<file path="src/rtl/resp_pkg.sv">
// shared constants and carriers for the not-ready / error responder
package resp_pkg;
    // ------------------------------------------------------------
    // command operation codes
    // ------------------------------------------------------------
    localparam logic [7:0] OP_TUR = 8'h00;
    localparam logic [7:0] OP_RSENSE = 8'h03;
    localparam logic [7:0] OP_INQ = 8'h12;
    localparam logic [7:0] OP_SSU = 8'h1b;
    localparam logic [7:0] OP_RLUNS = 8'ha0;
    // ------------------------------------------------------------
    // status, sense keys, response codes
    // ------------------------------------------------------------
    localparam logic [7:0] ST_GOOD = 8'h00;
    localparam logic [7:0] ST_CHECK = 8'h02;
    localparam logic [3:0] SK_NONE = 4'h0;
    localparam logic [3:0] SK_NOT_READY = 4'h2;
    localparam logic [3:0] SK_MEDIUM = 4'h3;
    localparam logic [3:0] SK_HARDWARE = 4'h4;
    localparam logic [3:0] SK_ILLEGAL = 4'h5;
    localparam logic [7:0] RC_CUR_FIX = 8'h70;
    localparam logic [7:0] RC_DEF_FIX = 8'h71;
    localparam logic [7:0] RC_CUR_DSC = 8'h72;
    localparam logic [7:0] RC_DEF_DSC = 8'h73;
    // ------------------------------------------------------------
    // additional sense code and qualifier pairs
    // ------------------------------------------------------------
    localparam logic [15:0] ASC_NONE = 16'h0000;
    localparam logic [15:0] ASC_SPIN_FAIL = 16'h0400;
    localparam logic [15:0] ASC_BECOMING = 16'h0401;
    localparam logic [15:0] ASC_INIT_REQ = 16'h0402;
    localparam logic [15:0] ASC_FMT_PROG = 16'h0404;
    localparam logic [15:0] ASC_BAD_CDB = 16'h2400;
    localparam logic [15:0] ASC_BRINGUP = 16'h4080;
    localparam logic [15:0] ASC_RAM_LOAD = 16'h4085;
    localparam logic [15:0] ASC_INTERNAL = 16'h4400;
    localparam logic [15:0] ASC_FMT_BAD = 16'h3100;
    localparam logic [15:0] ASC_WR_ERR = 16'h0c00;
    // ------------------------------------------------------------
    // start outcome codes, mode page bit location
    // ------------------------------------------------------------
    localparam logic [1:0] SR_OK = 2'h0;
    localparam logic [1:0] SR_SPIN = 2'h1;
    localparam logic [1:0] SR_BRINGUP = 2'h2;
    localparam logic [1:0] SR_RAMLOAD = 2'h3;
    localparam int MP0_FDD_BYTE = 5;
    localparam int MP0_FDD_BIT = 4;
    // ------------------------------------------------------------
    // register byte offsets
    // ------------------------------------------------------------
    localparam logic [7:0] A_CTRL = 8'h00;
    localparam logic [7:0] A_PROG = 8'h04;
    localparam logic [7:0] A_EVENT = 8'h08;
    localparam logic [7:0] A_STAT = 8'h0c;
    localparam logic [7:0] A_LAST = 8'h10;
    // ------------------------------------------------------------
    // carriers
    // ------------------------------------------------------------
    typedef struct packed {
        logic [1:0] start_result;
        logic desc_sense;
        logic write_cache_on_bit;
        logic format_degrade_disable_bit;
        logic autostart_en;
        logic format_act;
        logic startup_act;
    } ctrl_t;
    localparam ctrl_t CTRL_RST = 8'h00;
    localparam logic [15:0] PROG_RST = 16'h0000;
    typedef struct packed {
        logic fmt_ok;
        logic wce_write_err;
        logic imm_fmt_err;
        logic fmt_fail;
        logic cfg_rev_mismatch;
        logic cfg_read_fail;
        logic stop_done;
        logic selfcfg_ok;
        logic spin_fail;
        logic spin_start;
        logic autostart_abort;
    } ev_t;
    typedef struct packed {
        logic exec;
        logic [7:0] status;
        logic [7:0] code;
        logic [3:0] key;
        logic [15:0] asc;
        logic [15:0] prog;
    } rsp_t;
endpackage : resp_pkg

</file>
<file path="src/rtl/pending_table.sv">
// per-initiator pending internal error flags
module pending_table #(
    parameter int NI = 64,
    parameter int IW = 6
) (
    // clock and reset
    input wire logic clk,
    input wire logic rst,
    // set for all, clear for one
    input wire logic set_all,
    input wire logic clr,
    input wire logic [IW-1:0] clr_idx,
    // flag view
    output logic [NI-1:0] pend
);
    logic [NI-1:0] pend_q;
    logic [NI-1:0] clr_mask;
    logic [NI-1:0] pend_d;

    // a new error for everyone beats a clear in the same cycle
    assign clr_mask = clr ? (NI'(1) << clr_idx) : '0;
    assign pend_d = (pend_q & ~clr_mask) | {NI{set_all}};
    assign pend = pend_q;

    always_ff @(posedge clk) begin
        if (rst) begin
            pend_q <= '0;
        end else begin
            pend_q <= pend_d;
        end
    end
endmodule : pending_table

</file>
<file path="src/rtl/apb_regs.sv">
// apb register file for the responder
module apb_regs (
    // clock and reset
    input wire logic clk,
    input wire logic rst,
    // apb slave
    input wire logic psel,
    input wire logic penable,
    input wire logic pwrite,
    input wire logic [7:0] paddr,
    input wire logic [31:0] pwdata,
    output logic [31:0] prdata,
    output logic pready,
    output logic pslverr,
    // block side
    output resp_pkg::ctrl_t ctrl,
    output logic [15:0] prog,
    output resp_pkg::ev_t ev,
    input wire logic [31:0] stat_w,
    input wire logic [31:0] last_w
);
    resp_pkg::ctrl_t ctrl_q;
    logic [15:0] prog_q;
    logic acc, wr, hit;

    // decode; every access completes at once
    assign acc = psel && penable;
    assign wr = acc && pwrite;
    assign hit = paddr == resp_pkg::A_CTRL || paddr == resp_pkg::A_PROG
        || paddr == resp_pkg::A_EVENT || paddr == resp_pkg::A_STAT
        || paddr == resp_pkg::A_LAST;
    assign pready = 1'b1;
    assign pslverr = acc && !hit;
    // event bits are one-cycle pulses, never stored here
    assign ev = (wr && paddr == resp_pkg::A_EVENT) ? resp_pkg::ev_t'(pwdata[10:0]) : '0;
    assign ctrl = ctrl_q;
    assign prog = prog_q;
    assign prdata = !hit ? 32'h0000_0000
        : paddr == resp_pkg::A_CTRL ? {24'h000000, ctrl_q}
        : paddr == resp_pkg::A_PROG ? {16'h0000, prog_q}
        : paddr == resp_pkg::A_STAT ? stat_w
        : paddr == resp_pkg::A_LAST ? last_w : 32'h0000_0000;

    always_ff @(posedge clk) begin
        if (rst) begin
            ctrl_q <= resp_pkg::CTRL_RST;
            prog_q <= resp_pkg::PROG_RST;
        end else begin
            if (wr && paddr == resp_pkg::A_CTRL) ctrl_q <= resp_pkg::ctrl_t'(pwdata[7:0]);
            if (wr && paddr == resp_pkg::A_PROG) prog_q <= pwdata[15:0];
        end
    end
endmodule : apb_regs

</file>
<file path="src/rtl/not_ready_responder.sv">
// command responder for startup, format, internal error, deferred and degraded states
//
// The APB register port and the register offsets were left to the implementer.
module not_ready_responder #(
    parameter int NI = 64,
    parameter int IW = 6
) (
    // clock and reset
    input wire logic MCLK,
    input wire logic SRST,
    // apb register bus
    input wire logic PSEL,
    input wire logic PENABLE,
    input wire logic PWRITE,
    input wire logic [7:0] PADDR,
    input wire logic [31:0] PWDATA,
    output logic [31:0] PRDATA,
    output logic PREADY,
    output logic PSLVERR,
    // received command
    input wire logic CMD_VALID,
    input wire logic [IW-1:0] CMD_INIT,
    input wire logic [7:0] CMD_OPCODE,
    input wire logic CMD_VITAL_PRODUCT_PAGE_REQUEST,
    input wire logic CMD_START,
    // decided response
    output logic RSP_VALID,
    output logic RSP_EXEC,
    output logic [7:0] RSP_STATUS,
    output logic [7:0] RSP_CODE,
    output logic [3:0] RSP_KEY,
    output logic [15:0] RSP_ASC,
    output logic [15:0] RSP_PROG
);
    // ------------------------------------------------------------
    // registers and condition table
    // ------------------------------------------------------------
    resp_pkg::ctrl_t ctrl;
    resp_pkg::ev_t ev;
    logic [15:0] prog;
    logic [NI-1:0] pend;
    logic [31:0] stat_w, last_w;
    logic clr_ie, clr_def;

    apb_regs u_regs (
        .clk(MCLK),
        .rst(SRST),
        .psel(PSEL),
        .penable(PENABLE),
        .pwrite(PWRITE),
        .paddr(PADDR),
        .pwdata(PWDATA),
        .prdata(PRDATA),
        .pready(PREADY),
        .pslverr(PSLVERR),
        .ctrl(ctrl),
        .prog(prog),
        .ev(ev),
        .stat_w(stat_w),
        .last_w(last_w)
    );

    pending_table #(.NI(NI), .IW(IW)) u_pend (
        .clk(MCLK),
        .rst(SRST),
        .set_all(ev.autostart_abort),
        .clr(clr_ie),
        .clr_idx(CMD_INIT),
        .pend(pend)
    );

    // ------------------------------------------------------------
    // command decode
    // ------------------------------------------------------------
    logic is_inq, is_rs, is_tur, is_ssu, ie_hit, busy, deg;
    logic spin_deg_q, cfg_deg_q, fmt_deg_q, cfg_done_q, def_q;
    logic [15:0] def_asc_q;
    logic [7:0] code_cur, code_def;
    logic [15:0] busy_asc;

    assign is_inq = CMD_OPCODE == resp_pkg::OP_INQ;
    assign is_rs = CMD_OPCODE == resp_pkg::OP_RSENSE;
    assign is_tur = CMD_OPCODE == resp_pkg::OP_TUR;
    assign is_ssu = CMD_OPCODE == resp_pkg::OP_SSU;
    // only the asking initiator's own flag counts
    assign ie_hit = pend[CMD_INIT];
    assign busy = ctrl.startup_act || ctrl.format_act;
    assign deg = spin_deg_q || cfg_deg_q || fmt_deg_q;
    // current error code in the chosen sense format
    assign code_cur = ctrl.desc_sense ? resp_pkg::RC_CUR_DSC : resp_pkg::RC_CUR_FIX;
    assign code_def = ctrl.desc_sense ? resp_pkg::RC_DEF_DSC : resp_pkg::RC_DEF_FIX;
    // startup wins the qualifier when both run
    assign busy_asc = ctrl.startup_act ? resp_pkg::ASC_BECOMING : resp_pkg::ASC_FMT_PROG;

    // ------------------------------------------------------------
    // single decision step
    // ------------------------------------------------------------
    resp_pkg::rsp_t rsp_d, rsp_q;
    logic rsp_v_q, start_ok;

    // priority internal error, busy, degraded, deferred
    always_comb begin
        rsp_d = '{exec: 1'b1, status: resp_pkg::ST_GOOD, code: code_cur,
            key: resp_pkg::SK_NONE, asc: resp_pkg::ASC_NONE, prog: 16'h0000};
        clr_ie = 1'b0;
        clr_def = 1'b0;
        start_ok = 1'b0;
        if (!CMD_VALID) begin
            rsp_d.exec = 1'b0;
        end else if (ie_hit) begin
            if (!is_inq) begin
                rsp_d.key = resp_pkg::SK_HARDWARE;
                rsp_d.asc = resp_pkg::ASC_INTERNAL;
                clr_ie = 1'b1;
                if (!is_rs) begin
                    rsp_d.exec = 1'b0;
                    rsp_d.status = resp_pkg::ST_CHECK;
                end
            end
        end else if (busy) begin
            if (!is_inq) begin
                rsp_d.key = resp_pkg::SK_NOT_READY;
                rsp_d.asc = busy_asc;
                rsp_d.prog = ctrl.startup_act ? 16'h0000 : prog;
                if (!is_rs) begin
                    rsp_d.exec = 1'b0;
                    rsp_d.status = resp_pkg::ST_CHECK;
                end
            end
        end else if (deg) begin
            rsp_d.key = resp_pkg::SK_NOT_READY;
            rsp_d.asc = resp_pkg::ASC_INIT_REQ;
            if (is_rs) begin
                rsp_d.status = resp_pkg::ST_GOOD;
            end else if (is_inq && !CMD_VITAL_PRODUCT_PAGE_REQUEST) begin
                rsp_d.key = resp_pkg::SK_NONE;
                rsp_d.asc = resp_pkg::ASC_NONE;
            end else if (is_inq) begin
                rsp_d.status = resp_pkg::ST_CHECK;
                rsp_d.key = resp_pkg::SK_ILLEGAL;
                rsp_d.asc = resp_pkg::ASC_BAD_CDB;
            end else if (is_tur) begin
                rsp_d.status = resp_pkg::ST_CHECK;
            end else if (is_ssu && CMD_START) begin
                rsp_d.status = resp_pkg::ST_CHECK;
                unique case (ctrl.start_result)
                    resp_pkg::SR_OK: begin
                        rsp_d.status = resp_pkg::ST_GOOD;
                        rsp_d.key = resp_pkg::SK_NONE;
                        rsp_d.asc = resp_pkg::ASC_NONE;
                        start_ok = 1'b1;
                    end
                    resp_pkg::SR_SPIN: rsp_d.asc = resp_pkg::ASC_SPIN_FAIL;
                    resp_pkg::SR_BRINGUP: rsp_d.asc = resp_pkg::ASC_BRINGUP;
                    resp_pkg::SR_RAMLOAD: rsp_d.asc = resp_pkg::ASC_RAM_LOAD;
                endcase
            end else if (is_ssu) begin
                rsp_d.key = resp_pkg::SK_NONE;
                rsp_d.asc = resp_pkg::ASC_NONE;
            end else begin
                rsp_d.exec = 1'b0;
                rsp_d.status = resp_pkg::ST_CHECK;
            end
        end else if (def_q && !is_inq) begin
            rsp_d.code = code_def;
            rsp_d.key = resp_pkg::SK_MEDIUM;
            rsp_d.asc = def_asc_q;
            clr_def = 1'b1;
            if (!is_rs) begin
                rsp_d.exec = 1'b0;
                rsp_d.status = resp_pkg::ST_CHECK;
            end
        end
    end

    // response holds until the next command
    always_ff @(posedge MCLK) begin
        if (SRST) begin
            rsp_v_q <= 1'b0;
            rsp_q <= '0;
        end else begin
            rsp_v_q <= CMD_VALID;
            if (CMD_VALID) rsp_q <= rsp_d;
        end
    end

    assign RSP_VALID = rsp_v_q;
    assign RSP_EXEC = rsp_q.exec;
    assign RSP_STATUS = rsp_q.status;
    assign RSP_CODE = rsp_q.code;
    assign RSP_KEY = rsp_q.key;
    assign RSP_ASC = rsp_q.asc;
    assign RSP_PROG = rsp_q.prog;

    // ------------------------------------------------------------
    // degraded and deferred conditions
    // ------------------------------------------------------------
    logic spin_set, spin_clr, cfg_set, fmt_set, def_set;

    assign spin_set = ev.spin_start || ev.spin_fail || (ev.stop_done && cfg_done_q);
    assign spin_clr = ev.selfcfg_ok || start_ok;
    assign cfg_set = ev.cfg_read_fail || ev.cfg_rev_mismatch;
    assign fmt_set = ev.fmt_fail && !ctrl.format_degrade_disable_bit;
    // write error counts only with caching on
    assign def_set = ev.imm_fmt_err || (ev.wce_write_err && ctrl.write_cache_on_bit);

    // set always beats clear
    always_ff @(posedge MCLK) begin
        if (SRST) begin
            spin_deg_q <= 1'b0;
            cfg_deg_q <= 1'b0;
            fmt_deg_q <= 1'b0;
            cfg_done_q <= 1'b0;
            def_q <= 1'b0;
            def_asc_q <= resp_pkg::ASC_NONE;
        end else begin
            spin_deg_q <= spin_set || (spin_deg_q && !spin_clr);
            cfg_deg_q <= cfg_set || (cfg_deg_q && !start_ok);
            fmt_deg_q <= fmt_set || (fmt_deg_q && !ev.fmt_ok);
            cfg_done_q <= ev.selfcfg_ok || (cfg_done_q && !ev.spin_start);
            def_q <= def_set || (def_q && !clr_def);
            if (def_set) def_asc_q <= ev.imm_fmt_err ? resp_pkg::ASC_FMT_BAD : resp_pkg::ASC_WR_ERR;
        end
    end

    // status view for software
    assign stat_w = {26'h0000000, def_q, fmt_deg_q, cfg_deg_q, spin_deg_q, cfg_done_q, |pend};
    assign last_w = {rsp_q.code, rsp_q.key, 4'h0, rsp_q.asc};

    // ------------------------------------------------------------
    // checks
    // ------------------------------------------------------------
    AST_ONE_STEP: assert property (@(posedge MCLK) disable iff (SRST)
        CMD_VALID |=> RSP_VALID ##1 (RSP_VALID == $past(CMD_VALID)))
        else $error("response not one cycle after command");
    AST_BUSY_INQ: assert property (@(posedge MCLK) disable iff (SRST)
        CMD_VALID && busy && !ie_hit && is_inq |=> RSP_EXEC && RSP_STATUS == resp_pkg::ST_GOOD)
        else $error("inquiry not served while busy");
    AST_BUSY_RS: assert property (@(posedge MCLK) disable iff (SRST)
        CMD_VALID && busy && !ie_hit && is_rs |=> RSP_STATUS == resp_pkg::ST_GOOD
            && RSP_KEY == resp_pkg::SK_NOT_READY && RSP_ASC[15:8] == resp_pkg::ASC_BECOMING[15:8])
        else $error("request sense wrong while busy");
    AST_FMT_QUAL: assert property (@(posedge MCLK) disable iff (SRST)
        CMD_VALID && ctrl.format_act && !ctrl.startup_act && !ie_hit && is_rs
            |=> RSP_ASC == resp_pkg::ASC_FMT_PROG && RSP_PROG == $past(prog))
        else $error("format qualifier or progress wrong");
    AST_BUSY_OTHER: assert property (@(posedge MCLK) disable iff (SRST)
        CMD_VALID && busy && !ie_hit && !is_rs && !is_inq
            |=> !RSP_EXEC && RSP_STATUS == resp_pkg::ST_CHECK && RSP_KEY == resp_pkg::SK_NOT_READY)
        else $error("busy command not checked");
    AST_IE_ALL: assert property (@(posedge MCLK) disable iff (SRST)
        ev.autostart_abort |=> &pend)
        else $error("internal error not raised for all");
    AST_IE_SENSE: assert property (@(posedge MCLK) disable iff (SRST)
        CMD_VALID && ie_hit && is_rs |=> RSP_KEY == resp_pkg::SK_HARDWARE
            && (RSP_CODE == resp_pkg::RC_CUR_FIX || RSP_CODE == resp_pkg::RC_CUR_DSC)
            && RSP_STATUS == resp_pkg::ST_GOOD)
        else $error("internal error sense wrong");
    AST_IE_KEEP: assert property (@(posedge MCLK) disable iff (SRST)
        CMD_VALID && ie_hit && is_inq |=> pend[$past(CMD_INIT)] && RSP_STATUS == resp_pkg::ST_GOOD)
        else $error("inquiry disturbed internal error");
    AST_IE_CLEAR: assert property (@(posedge MCLK) disable iff (SRST)
        CMD_VALID && ie_hit && !is_inq && !ev.autostart_abort |=> !pend[$past(CMD_INIT)])
        else $error("internal error not cleared");
    AST_DEF_CODE: assert property (@(posedge MCLK) disable iff (SRST)
        CMD_VALID && def_q && !def_set && !ie_hit && !busy && !deg && !is_inq && !is_rs
            |=> RSP_STATUS == resp_pkg::ST_CHECK && RSP_CODE == $past(code_def) && !def_q)
        else $error("deferred error not reported");
    AST_DEG_VPD: assert property (@(posedge MCLK) disable iff (SRST)
        CMD_VALID && deg && !busy && !ie_hit && is_inq && CMD_VITAL_PRODUCT_PAGE_REQUEST
            |=> RSP_KEY == resp_pkg::SK_ILLEGAL && RSP_ASC == resp_pkg::ASC_BAD_CDB)
        else $error("vital page inquiry not refused");
    AST_DEG_TUR: assert property (@(posedge MCLK) disable iff (SRST)
        CMD_VALID && deg && !busy && !ie_hit && is_tur
            |=> RSP_STATUS == resp_pkg::ST_CHECK && RSP_ASC == resp_pkg::ASC_INIT_REQ)
        else $error("degraded tur wrong");
    AST_START_OK: assert property (@(posedge MCLK) disable iff (SRST)
        start_ok && !spin_set |=> !spin_deg_q && RSP_STATUS == resp_pkg::ST_GOOD)
        else $error("start did not clear motor degrade");
    AST_FDD_GATE: assert property (@(posedge MCLK) disable iff (SRST)
        !fmt_deg_q && ev.fmt_fail && ctrl.format_degrade_disable_bit |=> !fmt_deg_q)
        else $error("format degrade entered while disabled");
    AST_IE_RS_CLR: assert property (@(posedge MCLK) disable iff (SRST)
        CMD_VALID && ie_hit && is_rs && !ev.autostart_abort
            |=> RSP_ASC == resp_pkg::ASC_INTERNAL && !pend[$past(CMD_INIT)])
        else $error("request sense kept internal error");
    AST_DEG_RS: assert property (@(posedge MCLK) disable iff (SRST)
        CMD_VALID && deg && !busy && !ie_hit && is_rs
            |=> RSP_EXEC && RSP_STATUS == resp_pkg::ST_GOOD && RSP_ASC == resp_pkg::ASC_INIT_REQ)
        else $error("degraded request sense wrong");
    AST_START_FAIL: assert property (@(posedge MCLK) disable iff (SRST)
        CMD_VALID && deg && !busy && !ie_hit && is_ssu && CMD_START
            && ctrl.start_result != resp_pkg::SR_OK
            |=> RSP_STATUS == resp_pkg::ST_CHECK && RSP_KEY == resp_pkg::SK_NOT_READY)
        else $error("failed start not checked");
    AST_DEG_STOP: assert property (@(posedge MCLK) disable iff (SRST)
        CMD_VALID && deg && !busy && !ie_hit && is_ssu && !CMD_START && ev == '0
            |=> RSP_STATUS == resp_pkg::ST_GOOD && deg)
        else $error("degraded stop wrong");
    AST_DEG_OTHER: assert property (@(posedge MCLK) disable iff (SRST)
        CMD_VALID && deg && !busy && !ie_hit && !is_rs && !is_inq && !is_tur && !is_ssu
            |=> !RSP_EXEC && RSP_STATUS == resp_pkg::ST_CHECK
            && RSP_ASC == resp_pkg::ASC_INIT_REQ)
        else $error("degraded command executed");
    AST_DEF_SET: assert property (@(posedge MCLK) disable iff (SRST)
        ev.wce_write_err && ctrl.write_cache_on_bit && !ev.imm_fmt_err
            |=> def_q && def_asc_q == resp_pkg::ASC_WR_ERR)
        else $error("cached write error not deferred");
    AST_SPIN_SET: assert property (@(posedge MCLK) disable iff (SRST)
        ev.spin_start || ev.spin_fail |=> spin_deg_q)
        else $error("spindle degrade not entered");
    AST_CFG_SET: assert property (@(posedge MCLK) disable iff (SRST)
        ev.cfg_read_fail || ev.cfg_rev_mismatch |=> cfg_deg_q)
        else $error("configuration degrade not entered");
endmodule : not_ready_responder

</file>
<file path="config.mk">
export PLATFORM = sky130hd
export DESIGN_NAME = not_ready_responder
export DESIGN_NICKNAME = d
export VERILOG_FILES = /design/src/rtl/resp_pkg.sv /design/src/rtl/pending_table.sv /design/src/rtl/apb_regs.sv /design/src/rtl/not_ready_responder.sv
export SDC_FILE = /design/constraint.sdc
export NUM_CORES = 1
export LEC_CHECK = 0
export ABC_AREA = 1
export BUFFER_PORTS_ARGS = -buffer_cell sky130_fd_sc_hd__buf_4
export CAP_MARGIN = 40
export CORE_MARGIN = 8
export CORE_UTILIZATION = 36
export CTS_CLUSTER_DIAMETER = 200
export DETAILED_ROUTE_END_ITERATION = 12
export GPL_TIMING_DRIVEN = 0
export SYNTH_ARGS = -nofsm -noshare
export SYNTH_HDL_FRONTEND = slang
export SYNTH_SLANG_ARGS = --single-unit
</file>
<file path="constraint.sdc">
create_clock -name MCLK -period 1.4 [get_ports MCLK]
set_input_delay 0 -clock MCLK [delete_from_list [all_inputs] [get_ports MCLK]]
set_output_delay 0 -clock MCLK [all_outputs]
set_load 0.05 [all_outputs]
</file>
==> flow_metrics.tcl <==
set metrics [dict create \
    status "finished with violations" \
    violations "setup timing" \
    die_w_um 156 \
    synth_xor_area_share_pct 0 \
    clkLatencyLatePin_ps 430 \
    r2r-end "RSP_ASC[14]" \
    core_area_um2 19400 \
    syn_inst 1067 \
    crit_arrival_ps 2230 \
    yosys.area.top_type "dfxtp_1" \
    grt_overflow 0 \
    max_cap_viol_count 0 \
    grt_pass1_wl_um 44000 \
    ioPinCount 150 \
    antenna_found_initial 1 \
    critPathMaxStageDelay_ps 350 \
    slew_violations 0 \
    ys_seq_area_share_pct 36.5 \
    synthArstFlopShare_pct 0 \
    drtPass1Iterations 7 \
    port_buffers 102 \
    stdcell_count 1541 \
    relSlewSlack_pct 44.3 \
    start_kind "flip-flop" \
    die-area_um2 24400 \
    slowest_stage "nor4_1" \
    fin_nets 1324 \
    worst_pin_slew_ps 835 \
    min_path_type "input port to flip-flop" \
    criticalPathCategory "flip-flop to primary output" \
    clkSinkCount 129 \
    hold_viol 0 \
    r2r_slack_ps -610 \
    synth.cell_area_um2 7080 \
    yosys_warnings 0 \
    cts_tree "built" \
    synth_common_cells "nand2_1 (236), dfxtp_1 (129), nor2_1 (127)" \
    ir_drop_mv 0.723 \
    synth_area_per_cell_um2 6.64 \
    area_growth_pct 47.7 \
    crit_start "u_pend.pend[12]" \
    layout.area.seq_um2 2630 \
    dp.cells 1458 \
    synth_adder_area_share_pct 0 \
    nFillCells 1890 \
    start_util_pct 36.5 \
    post-dp-hpwl_um 20300 \
    synth_mux_area_share_pct 0 \
    fin_ws_ps -833 \
    clk_path_buf_depth 2 \
    whs_ps 44.0 \
    rsz0062_at_grt "yes" \
    grt_max_degree 17 \
    wl_um 29000 \
    synth_compound_area_share_pct 13.1 \
    max_freq_mhz 448 \
    cts.clk_slew.worst_paths_ps 70 \
    cp-end-kind "primary output" \
    synth_top_area_share_pct 36.5 \
    die_h_um 156 \
    r2r-start "u_pend.pend[47]" \
    synthSimpleGateAreaFrac_pct 37.3 \
    ctsHtreeMaxLevel 4 \
    ys.flop_type "dfxtp_1" \
    place_ws_ps -806 \
    grt_pass1_vias 8106 \
    antenna_left 0 \
    timing.final.crit_share_pct 160 \
    required_ps 1400 \
    p_leak_nw 4.14 \
    yosysMostFrequentCell "nand2_1" \
    setup_viol_count_final 101 \
    finClkSkew_ps 15.4 \
    first_iter_violations 821 \
    multi_input_area_um2 4400 \
    dr_total_vias 8382 \
    setup_tns_ps -49570 \
    synth_area_leaders "dfxtp_1 (36%), nand2_1 (13%), nand4_1 (9.6%), nor2_1 (6.7%), a21oi_1 (6.2%)" \
    synth_edf_count 0 \
    synth_top_family_by_area "simple AND/OR/NAND/NOR gates" \
    cts_made_buffers 17 \
    final_layout_size_suffix_gt1_share_pct 32.0 \
    cp_cell_sequence "nor4_1 > nand4_1 > nor3_2 > nand4_1 > a21oi_2 > nor2_4 > buf_8" \
    gr-usage-all-layers_pct 23.1 \
    synth-seq-cells 129 \
    vias_per_cell 5.44 \
    reg2reg_depth 16 \
    drc 0 \
    crit_end "PRDATA[0]" \
    post_drt_wl_per_cell_um 18.8 \
    cts_root_buffer "clkbuf_16" \
    row_count 51 \
    power_density_nw_per_um2 932 \
    cp_max_fo 3 \
    power_w 0.00975 \
    gp_congestion 0.964 \
    ys_types 34 \
    min_period_ps 2230 \
    path_common_cell "nand4_1" \
]
-- per-layer routing --
layer | global-route usage [%] | up-vias | part of all wire (%)
met2 | 36.9 | 444 | 46
met1 | 29.0 | 3886 | 42
li1 | - | 3970 | -
met3 | 5.96 | 82 | 8.8
met4 | 9.38 | 0 | 3.4
met5 | 0 | - | 0
-- critical path, delay by kind of cell (launching register included) --
family | cells | cell delay (ps)
and+or+nand+nor | 5 | 1110
DFF | 1 | 330
AOI/OAI and AO/OA | 1 | 210
buffers and inverters | 1 | 160
-- final cells by class --
class,instances,share of cell area (%)
well taps,265,3.17
clock inverters,13,1.34
repair buffers,156,14.6
multi-input cells,772,42.1
diodes,1,0.0239
plain buffers,109,6.29
flip-flops and latches,129,25.2
inverters,77,2.94
clock buffers,19,4.33
-- worst min path at each step --
stage,endpoint,cells past startpoint,start
5_1_grt,RSP_VALID,3,CMD_VALID
6_report,RSP_VALID,3,CMD_VALID
3_3_place_gp,u_regs.prog[15],3,PWDATA[15]
2_1_floorplan,u_regs.ctrl[3],2,PWDATA[3]
4_1_cts,RSP_VALID,3,CMD_VALID
3_5_place_dp,u_regs.prog[14],3,PWDATA[14]
-- power breakdown --
part,total (W),internal [W],switching (W)
combinational,0.00154,0.000575,0.000964
sequential,0.00370,0.00368,0.0000131
clock,0.00451,0.00260,0.00191
-- cell usage in the layout (no fill, tap or decap), types with 12 or more instances in the layout --
cell type / n
o21ai_0: 27
clkbuf_16: 17
o21ai_2: 12
a22oi_2: 12
buf_4: 128
nor3_1: 21
nand3_1: 37
clkbuf_1: 49
inv_1: 68
buf_6: 36
a21oi_1: 50
nand4_1: 109
nand2_2: 17
conb_1: 26
a21oi_2: 36
nand2_1: 216
dfxtp_1: 93
dlygate4sd3_1: 16
nor2_1: 116
dfxtp_2: 35
-- per-stage QoR --
stage                     cell area, µm²  utilization, %
after floorplan                     7350               -
final                              10500            53.9
after detailed placement            8450            43.5
after global placement              8450            43.5
after CTS                          10000            51.6
after global routing               10500            53.9
-- kinds of logic (layout without fill, tap and decap cells) --
logic type | after synthesis | in the layout
AOI/OAI and AO/OA | 168 | 168
other | 2 | 27
and+or+nand+nor | 578 | 578
DFF | 129 | 129
buffers and inverters | 190 | 374
-- registers in the layout, summed over array words and instances, names as in the netlist --
name,cells
RSP_CODE,3
RSP_KEY,3
fmt_deg_q,1
cfg_deg_q,1
spin_deg_q,1
cfg_done_q,1
u_regs.prog,16
RSP_VALID,1
def_q,1
RSP_PROG,16
u_regs.ctrl,8
u_pend.pend,64
def_asc_q,2
RSP_ASC,9
RSP_EXEC,1
RSP_STATUS,1
-- timing repair --
item	CTS	global route
cloned	10	1
setup buffers	20	17
endpoints found under the hold margin	30	0
hold buffers	16	0
setup endpoints to repair	144	120
resized for setup	102	135
pin swaps	46	69
(Power assumes the default switching activity.)
